$ cat config.mk
export PLATFORM = sky130hd
export DESIGN_NAME = sync_detect_interface_select
export DESIGN_NICKNAME = d
export VERILOG_FILES = /design/src/rtl/sync_detect_pkg.sv /design/src/rtl/activity_detector.sv /design/src/rtl/source_select.sv /design/src/rtl/sync_detect_interface_select.sv
export SDC_FILE = /design/constraint.sdc
export NUM_CORES = 1
export LEC_CHECK = 0
export ABC_AREA = 1
export BUFFER_PORTS_ARGS = -buffer_cell sky130_fd_sc_hd__buf_2
export CAP_MARGIN = 40
export CORE_ASPECT_RATIO = 0.8
export CORE_MARGIN = 3
export CORE_UTILIZATION = 57
export CTS_BUF_LIST = sky130_fd_sc_hd__clkbuf_4
export DETAILED_ROUTE_END_ITERATION = 10
export PLACE_DENSITY = 0.81
export RECOVER_POWER = 50
export SLEW_MARGIN = 20
export SYNTH_ARGS = -nofsm -noshare
export SYNTH_HDL_FRONTEND = slang
export SYNTH_HIERARCHICAL = 1
export SYNTH_SLANG_ARGS = --single-unit
$ cat constraint.sdc
create_clock -name i_clk_sys -period 1.48 [get_ports i_clk_sys]
set_clock_uncertainty 0.05 [all_clocks]
set_input_delay 0.148 -clock i_clk_sys [delete_from_list [all_inputs] [get_ports i_clk_sys]]
set_output_delay 0.148 -clock i_clk_sys [all_outputs]
set_load 0.02 [all_outputs]
$ cat src/rtl/sync_detect_pkg.sv
// Shared constants for the sync detect and source select register bank
package sync_detect_pkg;

	// ------------------------------------------------------------------
	// Timing
	// ------------------------------------------------------------------
	localparam int unsigned CLK_FREQ_MHZ   = 100;
	// Quiet time after which an input counts as idle, in microseconds
	localparam int unsigned ACT_WINDOW_US  = 50;
	// Longest time; microseconds times MHz gives an exact cycle count, no rounding
	localparam int unsigned ACT_WINDOW_CYC = ACT_WINDOW_US * CLK_FREQ_MHZ;

	// ------------------------------------------------------------------
	// Register indices and byte addresses (index times four)
	// ------------------------------------------------------------------
	localparam logic [7:0] IDX_OUTPUT_MODE  = 8'h10;
	localparam logic [7:0] IDX_SYNC_STATUS  = 8'h11;
	localparam logic [7:0] IDX_SRC_OVERRIDE = 8'h12;
	localparam logic [7:0] ADDR_OUTPUT_MODE  = {IDX_OUTPUT_MODE[5:0], 2'h0};
	localparam logic [7:0] ADDR_SYNC_STATUS  = {IDX_SYNC_STATUS[5:0], 2'h0};
	localparam logic [7:0] ADDR_SRC_OVERRIDE = {IDX_SRC_OVERRIDE[5:0], 2'h0};

	// ------------------------------------------------------------------
	// Field positions
	// ------------------------------------------------------------------
	localparam int unsigned OM_DRIVE_LSB = 4;  // Two-bit drive field
	localparam int unsigned OM_TRISTATE  = 3;  // output_tristate_enable
	localparam int unsigned OM_SD_POL    = 2;  // Sync detect polarity
	localparam int unsigned ST_HS_DET    = 7;
	localparam int unsigned ST_SOG_DET   = 6;
	localparam int unsigned ST_VS_DET    = 5;
	localparam int unsigned ST_LINK_DET  = 4;
	localparam int unsigned ST_IF_ACT    = 3;
	localparam int unsigned ST_HS_ACT    = 2;
	localparam int unsigned ST_VS_ACT    = 1;
	localparam int unsigned OV_IF_OVR    = 7;  // interface_select_override
	localparam int unsigned OV_IF_SEL    = 6;  // interface_select_value
	localparam int unsigned OV_HS_OVR    = 5;
	localparam int unsigned OV_HS_SEL    = 4;
	localparam int unsigned OV_VS_OVR    = 3;
	localparam int unsigned OV_VS_SEL    = 2;

	// ------------------------------------------------------------------
	// Reset values, writable masks, bus responses
	// ------------------------------------------------------------------
	localparam logic [7:0] OUTPUT_MODE_RST  = 8'h30;
	localparam logic [7:0] OUTPUT_MODE_MASK = 8'h3C;
	localparam logic [7:0] OVERRIDE_RST     = 8'h00;
	localparam logic [7:0] OVERRIDE_MASK    = 8'hFC;
	localparam logic [1:0] RESP_OKAY        = 2'h0;
	localparam logic [1:0] RESP_SLVERR      = 2'h2;

	typedef enum logic [1:0] {DRIVE_LOW, DRIVE_MEDIUM, DRIVE_HIGH} drive_t;

	// Upper bit wins regardless of the lower one
	function automatic drive_t drive_code(input logic [1:0] field);
		if (field[1]) begin
			return DRIVE_HIGH;
		end
		return field[0] ? DRIVE_MEDIUM : DRIVE_LOW;
	endfunction : drive_code

endpackage : sync_detect_pkg

$ cat src/rtl/activity_detector.sv
// Toggle activity detector with a quiet-time window
`timescale 1ns/1ps

module activity_detector #(
	parameter int unsigned WINDOW_CYC = 5000
) (
	input  wire logic i_clk_sys, // System clock
	input  wire logic i_rst_n,   // Synchronous reset, active low
	input  wire logic i_signal,  // Watched input, synchronous
	output logic      o_active   // High while toggles keep coming
);

	localparam int unsigned CW = $clog2(WINDOW_CYC + 1);
	localparam logic [CW-1:0] LAST = CW'(WINDOW_CYC - 1);

	typedef struct packed {
		logic          prev;
		logic [CW-1:0] count;
		logic          active;
	} det_t;

	det_t state_reg;
	det_t state_next;

	// ------------------------------------------------------------------
	// Edge restarts the window; a level held past it means no activity
	// ------------------------------------------------------------------
	always_comb begin
		state_next      = state_reg;
		state_next.prev = i_signal;
		if (i_signal != state_reg.prev) begin
			state_next.count  = '0;
			state_next.active = 1'b1;
		end else if (state_reg.count == LAST) begin
			state_next.active = 1'b0;
		end else begin
			state_next.count = state_reg.count + 1'b1;
		end
	end

	// State register
	always_ff @(posedge i_clk_sys) begin
		if (!i_rst_n) begin
			state_reg <= '0;
		end else begin
			state_reg <= state_next;
		end
	end

	assign o_active = state_reg.active;

endmodule : activity_detector

$ cat src/rtl/source_select.sv
// Automatic interface, hsync and vsync source selection with overrides
`timescale 1ns/1ps

module source_select (
	input  wire logic i_hs_det,   // Hsync activity
	input  wire logic i_gs_det,   // Green channel sync activity
	input  wire logic i_vs_det,   // Vsync activity
	input  wire logic i_link_det, // Digital link clock activity
	input  wire logic i_if_ovr,   // interface_select_override
	input  wire logic i_if_sel,   // interface_select_value
	input  wire logic i_hs_ovr,   // Hsync override
	input  wire logic i_hs_sel,   // Hsync select
	input  wire logic i_vs_ovr,   // Vsync override
	input  wire logic i_vs_sel,   // Vsync select
	output logic      o_if_act,   // 1 digital, 0 analog
	output logic      o_hs_act,   // 1 green sync, 0 hsync input
	output logic      o_vs_act,   // 1 separator, 0 vsync input
	output logic      o_seek      // Nothing found, seeking
);

	logic analog_det;

	// Analog side counts as present on any of its three detectors
	assign analog_det = i_hs_det | i_gs_det | i_vs_det;

	// ------------------------------------------------------------------
	// Interface choice; the seek state only arises without override
	// ------------------------------------------------------------------
	always_comb begin
		o_seek = 1'b0;
		if (i_if_ovr) begin
			o_if_act = i_if_sel;
		end else if (analog_det && i_link_det) begin
			o_if_act = i_if_sel;
		end else if (i_link_det) begin
			o_if_act = 1'b1;
		end else if (analog_det) begin
			o_if_act = 1'b0;
		end else begin
			o_if_act = 1'b0;
			o_seek   = 1'b1;
		end
	end

	// Hsync: without override a lone source wins, otherwise the select bit decides
	always_comb begin
		if (!i_hs_ovr && (i_hs_det != i_gs_det)) begin
			o_hs_act = i_gs_det;
		end else begin
			o_hs_act = i_hs_sel;
		end
	end

	// Without override, vsync input preferred; separator only when green sync is seen without vsync
	always_comb begin
		if (i_vs_ovr) begin
			o_vs_act = i_vs_sel;
		end else begin
			o_vs_act = !i_vs_det && i_gs_det;
		end
	end

endmodule : source_select

$ cat src/rtl/sync_detect_interface_select.sv
// Output mode, sync detection and source select registers on AXI4-Lite
`timescale 1ns/1ps

module sync_detect_interface_select #(
	parameter int unsigned ACT_WINDOW_CYC = sync_detect_pkg::ACT_WINDOW_CYC,
	parameter int unsigned ADDR_W         = 8
) (
	input  wire logic              i_clk_sys,    // System clock, 100 MHz
	input  wire logic              i_rst_n,      // Sync reset, active low
	input  wire logic [ADDR_W-1:0] i_awaddr,     // Write address
	input  wire logic              i_awvalid,    // Write address valid
	output logic                   o_awready,    // Write address ready
	input  wire logic [31:0]       i_wdata,      // Write data
	input  wire logic [3:0]        i_wstrb,      // Write byte strobes
	input  wire logic              i_wvalid,     // Write data valid
	output logic                   o_wready,     // Write data ready
	output logic [1:0]             o_bresp,      // Write response
	output logic                   o_bvalid,     // Write response valid
	input  wire logic              i_bready,     // Write response ready
	input  wire logic [ADDR_W-1:0] i_araddr,     // Read address
	input  wire logic              i_arvalid,    // Read address valid
	output logic                   o_arready,    // Read address ready
	output logic [31:0]            o_rdata,      // Read data
	output logic [1:0]             o_rresp,      // Read response
	output logic                   o_rvalid,     // Read data valid
	input  wire logic              i_rready,     // Read data ready
	input  wire logic              i_hsync,      // Hsync input
	input  wire logic              i_green_channel_sync_input, // Green sync
	input  wire logic              i_vsync,      // Vsync input
	input  wire logic              i_link_clk,   // Link clock, sampled
	output logic [1:0]             o_drive_strength, // drive_t code
	output logic                   o_output_drive_en, // Data/clock pin OE
	output logic                   o_sync_detect,     // Sync detect pin
	output logic                   o_sync_detect_oe,  // Sync detect pin OE
	output logic                   o_selected_interface_status, // 1 digital
	output logic                   o_selected_hsync_status,     // 1 green
	output logic                   o_selected_vsync_status,     // 1 sep.
	output logic                   o_soft_powerdown_seek        // Seeking
);

	// ------------------------------------------------------------------
	// Types and state
	// ------------------------------------------------------------------
	typedef enum logic [1:0] {SEL_MODE, SEL_STATUS, SEL_OVR, SEL_NONE}
		reg_sel_t;

	typedef struct packed {
		logic [7:0]               mode;
		logic [7:0]               ovr;
		logic [7:0]               status;
		logic                     seek;
		sync_detect_pkg::drive_t  drive;
		logic                     out_en;
		logic                     sd_pin;
		logic                     aw_got;
		logic [ADDR_W-1:0]        aw_addr;
		logic                     w_got;
		logic [7:0]               wdata;
		logic                     wlane0;
		logic                     bvalid;
		logic [1:0]               bresp;
		logic                     rvalid;
		logic [7:0]               rdata;
		logic [1:0]               rresp;
	} state_t;

	localparam state_t STATE_RST = '{
		mode:    sync_detect_pkg::OUTPUT_MODE_RST,
		ovr:     sync_detect_pkg::OVERRIDE_RST,
		drive:   sync_detect_pkg::DRIVE_HIGH,
		out_en:  1'b1,
		seek:    1'b1, // Inputs idle, no override: seeking from the start
		default: '0
	};

	state_t state_reg;
	state_t state_next;

	logic hs_det;
	logic gs_det;
	logic vs_det;
	logic link_det;
	logic sel_if;
	logic sel_hs;
	logic sel_vs;
	logic sel_seek;

	// Word address match; the two low byte bits are ignored
	function automatic reg_sel_t reg_sel(input logic [ADDR_W-1:0] addr);
		logic [ADDR_W-1:0] word;
		word = addr & ~ADDR_W'(3);
		if (word == ADDR_W'(sync_detect_pkg::ADDR_OUTPUT_MODE)) begin
			return SEL_MODE;
		end
		if (word == ADDR_W'(sync_detect_pkg::ADDR_SYNC_STATUS)) begin
			return SEL_STATUS;
		end
		if (word == ADDR_W'(sync_detect_pkg::ADDR_SRC_OVERRIDE)) begin
			return SEL_OVR;
		end
		return SEL_NONE;
	endfunction : reg_sel

	// ------------------------------------------------------------------
	// Activity detectors, one per watched input
	// ------------------------------------------------------------------
	activity_detector #(.WINDOW_CYC(ACT_WINDOW_CYC)) u_det_hs (
		.i_clk_sys (i_clk_sys),
		.i_rst_n   (i_rst_n),
		.i_signal  (i_hsync),
		.o_active  (hs_det)
	);

	activity_detector #(.WINDOW_CYC(ACT_WINDOW_CYC)) u_det_gs (
		.i_clk_sys (i_clk_sys),
		.i_rst_n   (i_rst_n),
		.i_signal  (i_green_channel_sync_input),
		.o_active  (gs_det)
	);

	activity_detector #(.WINDOW_CYC(ACT_WINDOW_CYC)) u_det_vs (
		.i_clk_sys (i_clk_sys),
		.i_rst_n   (i_rst_n),
		.i_signal  (i_vsync),
		.o_active  (vs_det)
	);

	// Link clock is only sampled; above half the system rate it aliases,
	// which is why this indication is not to be trusted on its own
	activity_detector #(.WINDOW_CYC(ACT_WINDOW_CYC)) u_det_link (
		.i_clk_sys (i_clk_sys),
		.i_rst_n   (i_rst_n),
		.i_signal  (i_link_clk),
		.o_active  (link_det)
	);

	// ------------------------------------------------------------------
	// Source selection from live detections and stored overrides
	// ------------------------------------------------------------------
	source_select u_select (
		.i_hs_det   (hs_det),
		.i_gs_det   (gs_det),
		.i_vs_det   (vs_det),
		.i_link_det (link_det),
		.i_if_ovr   (state_reg.ovr[sync_detect_pkg::OV_IF_OVR]),
		.i_if_sel   (state_reg.ovr[sync_detect_pkg::OV_IF_SEL]),
		.i_hs_ovr   (state_reg.ovr[sync_detect_pkg::OV_HS_OVR]),
		.i_hs_sel   (state_reg.ovr[sync_detect_pkg::OV_HS_SEL]),
		.i_vs_ovr   (state_reg.ovr[sync_detect_pkg::OV_VS_OVR]),
		.i_vs_sel   (state_reg.ovr[sync_detect_pkg::OV_VS_SEL]),
		.o_if_act   (sel_if),
		.o_hs_act   (sel_hs),
		.o_vs_act   (sel_vs),
		.o_seek     (sel_seek)
	);

	// ------------------------------------------------------------------
	// Bus handshakes: one write and one read in flight at most
	// ------------------------------------------------------------------
	assign o_awready = !state_reg.aw_got && !state_reg.bvalid;
	assign o_wready  = !state_reg.w_got && !state_reg.bvalid;
	assign o_arready = !state_reg.rvalid;

	// ------------------------------------------------------------------
	// Next state
	// ------------------------------------------------------------------
	always_comb begin
		state_next = state_reg;

		// Status tracks the detectors every cycle, never the bus
		state_next.status = {hs_det, gs_det, vs_det, link_det,
			sel_if, sel_hs, sel_vs, 1'b0};
		state_next.seek   = sel_seek;

		// Address and data are taken independently, in either order
		if (i_awvalid && o_awready) begin
			state_next.aw_got  = 1'b1;
			state_next.aw_addr = i_awaddr;
		end
		if (i_wvalid && o_wready) begin
			state_next.w_got  = 1'b1;
			state_next.wdata  = i_wdata[7:0];
			state_next.wlane0 = i_wstrb[0];
		end

		// Response retires first so a new one can never be lost
		if (state_reg.bvalid && i_bready) begin
			state_next.bvalid = 1'b0;
		end

		// Commit once both halves are held; lane 0 carries the byte
		if (state_reg.aw_got && state_reg.w_got) begin
			state_next.aw_got = 1'b0;
			state_next.w_got  = 1'b0;
			state_next.bvalid = 1'b1;
			state_next.bresp  = sync_detect_pkg::RESP_OKAY;
			case (reg_sel(state_reg.aw_addr))
				SEL_MODE: begin
					if (state_reg.wlane0) begin
						state_next.mode = state_reg.wdata &
							sync_detect_pkg::OUTPUT_MODE_MASK;
					end
				end
				SEL_OVR: begin
					if (state_reg.wlane0) begin
						state_next.ovr = state_reg.wdata &
							sync_detect_pkg::OVERRIDE_MASK;
					end
				end
				SEL_STATUS: begin
					state_next.bresp = sync_detect_pkg::RESP_OKAY;
				end
				default: begin
					state_next.bresp = sync_detect_pkg::RESP_SLVERR;
				end
			endcase
		end

		// Read channel
		if (state_reg.rvalid && i_rready) begin
			state_next.rvalid = 1'b0;
		end
		if (i_arvalid && o_arready) begin
			state_next.rvalid = 1'b1;
			state_next.rresp  = sync_detect_pkg::RESP_OKAY;
			case (reg_sel(i_araddr))
				SEL_MODE:   state_next.rdata = state_reg.mode;
				SEL_STATUS: state_next.rdata = state_reg.status;
				SEL_OVR:    state_next.rdata = state_reg.ovr;
				default: begin
					state_next.rdata = 8'h00;
					state_next.rresp = sync_detect_pkg::RESP_SLVERR;
				end
			endcase
		end

		// Pin controls follow the registers in the same cycle they land
		state_next.drive  = sync_detect_pkg::drive_code(
			state_next.mode[sync_detect_pkg::OM_DRIVE_LSB +: 2]);
		// Green sync and reference outputs live outside this block and
		// are never floated by this enable
		state_next.out_en =
			!state_next.mode[sync_detect_pkg::OM_TRISTATE];
		state_next.sd_pin = (|state_next.status[7:4]) ^
			state_next.mode[sync_detect_pkg::OM_SD_POL];
	end

	// ------------------------------------------------------------------
	// State register
	// ------------------------------------------------------------------
	always_ff @(posedge i_clk_sys) begin
		if (!i_rst_n) begin
			state_reg <= STATE_RST;
		end else begin
			state_reg <= state_next;
		end
	end

	// ------------------------------------------------------------------
	// Outputs, all from flip-flops apart from the ready signals
	// ------------------------------------------------------------------
	assign o_bvalid          = state_reg.bvalid;
	assign o_bresp           = state_reg.bresp;
	assign o_rvalid          = state_reg.rvalid;
	assign o_rresp           = state_reg.rresp;
	assign o_rdata           = {24'h000000, state_reg.rdata};
	assign o_drive_strength  = state_reg.drive;
	assign o_output_drive_en = state_reg.out_en;
	assign o_sync_detect     = state_reg.sd_pin;
	assign o_sync_detect_oe  = state_reg.out_en;
	assign o_selected_interface_status =
		state_reg.status[sync_detect_pkg::ST_IF_ACT];
	assign o_selected_hsync_status =
		state_reg.status[sync_detect_pkg::ST_HS_ACT];
	assign o_selected_vsync_status =
		state_reg.status[sync_detect_pkg::ST_VS_ACT];
	assign o_soft_powerdown_seek   = state_reg.seek;

	logic [1:0] mode_drive;
	logic       mode_tri;
	logic       mode_pol;
	logic       any_det;
	assign mode_drive = state_reg.mode[sync_detect_pkg::OM_DRIVE_LSB +: 2];
	assign mode_tri   = state_reg.mode[sync_detect_pkg::OM_TRISTATE];
	assign mode_pol   = state_reg.mode[sync_detect_pkg::OM_SD_POL];
	assign any_det    = |state_reg.status[7:4];
endmodule : sync_detect_interface_select

==> results of run 1 <==
[worst max-delay path by stage]
stage | endpoint | cells after the start
2_1_floorplan | state_reg[14] | 5
3_3_place_gp | u_det_hs/state_reg[7] | 6
3_5_place_dp | u_det_vs/state_reg[7] | 6
4_1_cts | u_det_vs/state_reg[7] | 6
5_1_grt | o_sync_detect | 8
6_report | u_det_gs/state_reg[7] | 6
[cell families (layout without fill, tap and decap cells)]
family                     after synthesis  after routing  synth area share
adders and majority gates                5              5           0.01154
and+or+nand+nor                        362            362            0.3184
xor gates and xnor gates                12             12           0.01938
AOI/OAI and AO/OA                      107            107            0.1105
DFF                                    107            107            0.3950
other                                    1             27         0.0006915
buffers and inverters                  165            218            0.1444
[worst max-delay path: stages, from the launching register on]
cell and delay, ps:
sky130_fd_sc_hd__dfxtp_2 390, sky130_fd_sc_hd__ha_2 230, sky130_fd_sc_hd__nand2_1 110, sky130_fd_sc_hd__nor2_4 220, sky130_fd_sc_hd__inv_1 110, sky130_fd_sc_hd__o21ai_2 130, sky130_fd_sc_hd__a21oi_1 70
[metal layers]
| metal | up-vias | track usage |
|---|---|---|
| met5 | - | 0 |
| met2 | 169 | 0.3796 |
| met1 | 2331 | 0.2643 |
| li1 | 2507 | - |
| met3 | 18 | 0.04592 |
| met4 | 0 | 0.07331 |
[through the flow]
stage | instances | hold slack [ps]
3_5_place_dp | 911 | 309.7
2_1_floorplan | 785 | 191.5
5_1_grt | 953 | 42.93
4_1_cts | 952 | 7.099
6_report | 953 | 33.60
3_3_place_gp | 911 | 302.3
[what timing repair did]
item	in CTS	in global routing
buffers inserted	0	1
hold buffers	25	0
hold endpoints to repair	27	0
endpoints found under the setup margin	0	17
gates resized for setup	0	9
[power by group through the flow]
stage | Clock, mW | Sequential (mW) | Combinational (mW)
finish | 1.55 | 3.06 | 0.656
global route | 1.69 | 3.07 | 0.732
CTS | 1.60 | 3.06 | 0.645
detailed placement | 0 | 3.12 | 0.590
global placement | 0 | 3.11 | 0.568
floorplan | 0 | 3.12 | 0.477
[layout by cell type (no fill, tap or decap), types with 15 or more instances in the layout]
cell / netlist / final
sky130_fd_sc_hd__buf_2: 4 / 52
sky130_fd_sc_hd__inv_1: 109 / 109
sky130_fd_sc_hd__nand2_1: 148 / 148
sky130_fd_sc_hd__dfxtp_1: 107 / 102
sky130_fd_sc_hd__conb_1: 1 / 27
sky130_fd_sc_hd__o21ai_1: 15 / 15
sky130_fd_sc_hd__nand4_1: 25 / 25
sky130_fd_sc_hd__dlygate4sd3_1: 0 / 25
sky130_fd_sc_hd__nor2_4: 17 / 17
sky130_fd_sc_hd__nor2_1: 91 / 91
sky130_fd_sc_hd__nand3_1: 45 / 45
sky130_fd_sc_hd__a21oi_1: 54 / 54
sky130_fd_sc_hd__o21ai_0: 15 / 15
[layout make-up]
cell class,count,area [µm²],share of cell area
clock buffers,9,67.56,0.01113
clock inverters,7,81.33,0.01340
inverters,118,447.9,0.07380
multi-input cells,513,2605,0.4292
flip-flops and latches,107,2148,0.3539
well taps,115,143.9,0.02371
repair buffers,84,575.6,0.09483
==> results.md, run 1 <==
- Clock tree from TritonCTS: done
- Pin count of the biggest net entering global routing: 24
- Setup slack after layout: 83.64 ps
- Crit path from: u_det_gs/state_reg[2]
- Initial standard-cell utilization of the core: 0.5924
- Critical Path AT: 1730 ps
- DRC violation count after routing: 0
- DRC violation total after the first TritonRoute iteration: 324
- Internal power consumption: 3.768 mW
- Sum of negative setup slack: 0 ps
- Element type at the critical path start: flip-flop
- Overall Global Routing Usage: 0.2171
- Highest routed layer: met4
- Final routed wirelength across all metal layers: 11640 µm
- Cts bufs inserted: 9
- Wire per inst: 12.21 µm
- Synth top area cells: sky130_fd_sc_hd__dfxtp_1 (40%), sky130_fd_sc_hd__nand2_1 (10%), sky130_fd_sc_hd__inv_1 (7.5%), sky130_fd_sc_hd__nor2_1 (6.3%), sky130_fd_sc_hd__buf_4 (5.4%)
- Final number of setup-violating endpoints: 0
- Net count reported at finish: 901
- Area of the die: 10730 µm²
- Net switching power: 1.494 mW
- Number of global-route vias before repair: 4536
- Antenna Violating Nets Remaining: 0
- Largest fanout on the critical path: 8
- Worst hold-check path type: input pin to flip-flop
- Diodes inserted: 0
- Top cells by count, synth: sky130_fd_sc_hd__nand2_1 (148), sky130_fd_sc_hd__inv_1 (109), sky130_fd_sc_hd__dfxtp_1 (107), sky130_fd_sc_hd__nor2_1 (91), sky130_fd_sc_hd__a21oi_1 (54)
- Input/output buffers: 52
- Instance area at placement: 5634 µm²
- Reg-to-reg endpoint: u_det_gs/state_reg[7]
- Antenna violations before repair: 0
- Most common cell in the netlist: sky130_fd_sc_hd__nand2_1
- Total power draw: 5.262 mW
- Data required, critical path: 1810 ps
- Min Tclk post-route: 1396 ps
- Pre-antenna DRT Iters: 5
- Switching share of power: 0.2839
- Worst setup timing slack at the placement stage: 65.41 ps
- Setup repair after global routing missed its margin: true
- Core region area: 9154 µm²
- Capture endpoint of the worst hold path: o_rresp[1]
- Avg Synthesized Cell Area: 7.145 µm²
- Pwr per Cell Area: 866.9 nW/µm²
- Max-slew headroom: 0.6424
- Hpwl dp: 8378 µm
- Clock transition time at the flip-flop clock pins of the worst setup and hold paths: 160 ps
- Clock power frac: 0.294
- Status: complete, no violations
- Max-Cap Viols: 0
- Area share of the leading cell type in the synthesized netlist: 0.3950
- Transition at the pin with the smallest max-transition slack: 535.8 ps
- Netlist area before placement: 5423 µm²
- Sum of overflow across all layers after global routing: 0
- Leakage: 2.469 nW
- CTS root buffer: sky130_fd_sc_hd__clkbuf_4
- Area of all placed cells without fillers: 6070 µm²
- Worst Hold Depth: 5
- Met3 WL post-DR: 641 µm
- Worst Setup End Kind: flip-flop
- Met1 Wirelength: 5078 µm
- Filler cells: 777
- Start-to-end type of the worst setup path: flip-flop to flip-flop
- Clk Latency, worst-skew pair: 470 ps
- Count of mapped cells out of synthesis: 759
- Count of cells along the worst register-to-register path: 6
- Layout overhead on the synthesized area: 11.93%
- Height of the die: 93.24 µm
- Vias after detailed routing: 5025
- Global placement routability congestion: 0.8694
- Fraction of layout cells with a size suffix above 1: 0.1718
- Average via count per standard cell: 5.273
- Proportion of synthesized chip area in sequential cells: 0.3950
- Logic pwr share: 0.125
- Unique masters post-synth: 33
- Max FFs per register: 25
- Final cell utilization of the core: 0.6631
- Die X-Extent: 115.1 µm
- Sequential share of power: 0.581
- Worst supply voltage drop on vdd: 630.2 µV
- Setup slack of the worst register-to-register path: 80 ps
- Wire length of the first global-routing pass: 19210 µm
- Count of yosys warnings during synthesis: 6
- Number of synthesized register bits: 107
- Clock sinks: 107
- Placement row count: 31
- Number of levels in the clock H-tree: 3
- I/O pin count: 113
- Total count of max-transition violations in the final report: 0
- Proportion of register bits with asynchronous set or reset after synthesis: 0
- Number of buffers on the longest clock path: 2
- Final worst-path cycle share: 0.9435
- EDFF count, synth: 0
- RR Startpoint: u_det_gs/state_reg[2]
- Launch instance of the worst min-delay path: i_araddr[7]
- Final hold vios: 0
- Biggest area consumer among synthesized cells: sky130_fd_sc_hd__dfxtp_1
- DR WL met2: 5755 µm
- Peak clock frequency supported by timing: 716.2 MHz
- Prevailing post-synth register cell: sky130_fd_sc_hd__dfxtp_1
No activity file was read; power rests on OpenSTA's default activity.
==> inputs of run 2 (changes only) <==
CORE_UTILIZATION = 50   (was 57)
PLACE_DENSITY = 0.72   (was 0.81)
REMOVE_ABC_BUFFERS = 1   (was default)
==> results.md, run 2 (synthesis results as in run 1) <==
- Leakage: 2.417 nW (-2.1%)
- Post-Place Cells: 938 (+3.0%)
- Sum of negative setup slack: 0 ps (unchanged)
- Overall Global Routing Usage: 0.1864 (-0.03071)
- Worst Setup End Kind: flip-flop
- Final routed wirelength across all metal layers: 11190 µm (-3.8%)
- Max-Cap Viols: 0 (unchanged)
- Total count of max-transition violations in the final report: 0 (unchanged)
- Final worst-path cycle share: 0.9439 (about the same)
- Antenna Violating Nets Remaining: 0 (unchanged)
- Hpwl dp: 8168 µm (-2.5%)
- Die X-Extent: 122.4 µm (+6.4%)
- Min Tclk post-route: 1397 ps (+0.5692 ps)
- Peak clock frequency supported by timing: 715.9 MHz (about the same)
- Clock sinks: 107 (unchanged)
- Number of levels in the clock H-tree: 3 (unchanged)
- Footprint of the multi-input gates: 2595 µm² (-0.38%)
- Fin cells: 982 (+3.0%)
- Input/output buffers: 52 (unchanged)
- Sum of overflow across all layers after global routing: 0 (unchanged)
- Height of the die: 99.15 µm (+6.3%)
- Start-to-end type of the worst setup path: flip-flop to flip-flop
- Global placement routability congestion: 0.8362 (-3.8%)
- Clock transition time at the flip-flop clock pins of the worst setup and hold paths: 160 ps (about the same)
- Element type at the critical path start: flip-flop
- DRC violation count after routing: 0 (unchanged)
- I/O pin count: 113 (unchanged)
- Diodes inserted: 0 (unchanged)
- Number of global-route vias before repair: 4438 (-2.2%)
- Status: complete, no violations
- Final number of setup-violating endpoints: 0 (unchanged)
- Fraction of layout cells with a size suffix above 1: 0.1485 (-0.02338)
- Filler cells: 977 (+26%)
- Net count reported at finish: 905 (+0.44%)
- Area taken by flip-flops and latches: 2143 µm² (-0.23%)
- DRC violation total after the first TritonRoute iteration: 213 (-34%)
- Setup slack after layout: 83.08 ps (-0.5692 ps)
- Number of buffers on the longest clock path: 2 (unchanged)
- Placement row count: 33 (+6.5%)
- Largest fanout on the critical path: 8 (unchanged)
- CTS root buffer: sky130_fd_sc_hd__clkbuf_4
- Commonest cells after routing, fill and taps aside: sky130_fd_sc_hd__nand2_1 (148), sky130_fd_sc_hd__inv_1 (109), sky130_fd_sc_hd__dfxtp_1 (106), sky130_fd_sc_hd__nor2_1 (91), sky130_fd_sc_hd__a21oi_1 (54)
- Vias after detailed routing: 4781 (-4.9%)
- Clk Latency, worst-skew pair: 460 ps (about the same)
- Wire per inst: 11.40 µm (-6.7%)
- Worst supply voltage drop on vdd: 393.6 µV (-38%)
- Clock tree from TritonCTS: done
- Worst hold-check path type: input pin to flip-flop
- Pre-antenna DRT Iters: 5 (unchanged)
- Setup repair after global routing missed its margin: false
- Layout overhead on the synthesized area: 12.39%
- Pwr per Cell Area: 878.0 nW/µm² (+1.3%)
- Area of the die: 12140 µm² (+13%)
- Initial standard-cell utilization of the core: 0.5212 (-0.07124)
- Most common cell after layout, fill and taps aside: sky130_fd_sc_hd__nand2_1
- Wire length of the first global-routing pass: 18790 µm (-2.2%)
- Average via count per standard cell: 4.869 (-7.7%)
- Data required, critical path: 1780 ps (-30 ps)
- Max FFs per register: 25 (unchanged)
- Core region area: 10410 µm² (+14%)
- Worst setup timing slack at the placement stage: 80.60 ps (+15.20 ps)
- Antenna violations before repair: 0 (unchanged)
- Cts bufs inserted: 9 (unchanged)
- Critical Path AT: 1700 ps (-30 ps)
- Final hold vios: 0 (unchanged)
- Pin count of the biggest net entering global routing: 23 (-4.2%)
[run 2: worst max-delay path, stage by stage (launching register included)]
cell                      delay, ps
sky130_fd_sc_hd__dfxtp_1        410
sky130_fd_sc_hd__ha_2           250
sky130_fd_sc_hd__nand2_1        100
sky130_fd_sc_hd__nor2_4         190
sky130_fd_sc_hd__inv_1          110
sky130_fd_sc_hd__o21ai_2        120
sky130_fd_sc_hd__a21oi_1         80
[run 2: cell type report]
cell class                      count  share of cell area
Sequential cell                   107              0.3517
Tap cell                          140             0.02874
Clock inverter                      4             0.01232
Inverter                          118             0.07350
Clock buffer                       12             0.01478
Timing Repair Buffer               88             0.09320
Multi-Input combinational cell    513              0.4258
[run 2: repair_timing]
action / CTS / global route
resized for setup: 0 / 5
setup endpoints to repair: 0 / 12
hold endpoints to repair: 32 / 0
setup buffers: 0 / 3
hold buffers: 25 / 0
[run 2: power by group]
part / internal (mW) / total [mW] / switching [mW]
Clock: 0.744 / 1.65 / 0.910
Sequential: 2.99 / 3.05 / 0.0693
Combinational: 0.229 / 0.643 / 0.414
[run 2: per-layer routing]
layer  global-route usage  up-vias  routed length, µm
li1                     -     2511                  -
met1               0.2363     2140               5247
met2               0.3159      115               5219
met3              0.04264       15                553
met4              0.05852        0                173
met5                    0        -                  0
[run 2: path summary, 6_finish.rpt]
path,start,endpoint,slack (ps),cells after the start
worst min-delay path,i_araddr[2],o_rdata[1],40,5
worst max register to register,u_det_vs/state_reg[2],u_det_vs/state_reg[7],80,6
worst max-delay path,u_det_vs/state_reg[2],u_det_vs/state_reg[7],80,6
worst min register to register,state_reg[31],state_reg[31],420,2
[run 2: through the flow]
step / power, mW / hold WS, ps / instance area [µm²] / util
floorplan: 3.513 / 166.8 / 5185 / -
global placement: 3.687 / 299.7 / 5680 / 0.5459
detailed placement: 3.710 / 310.9 / 5680 / 0.5459
CTS: 5.423 / 3.923 / 6096 / 0.5859
global route: 5.609 / 34.10 / 6095 / 0.5857
finish: 5.351 / 43.97 / 6095 / 0.5857
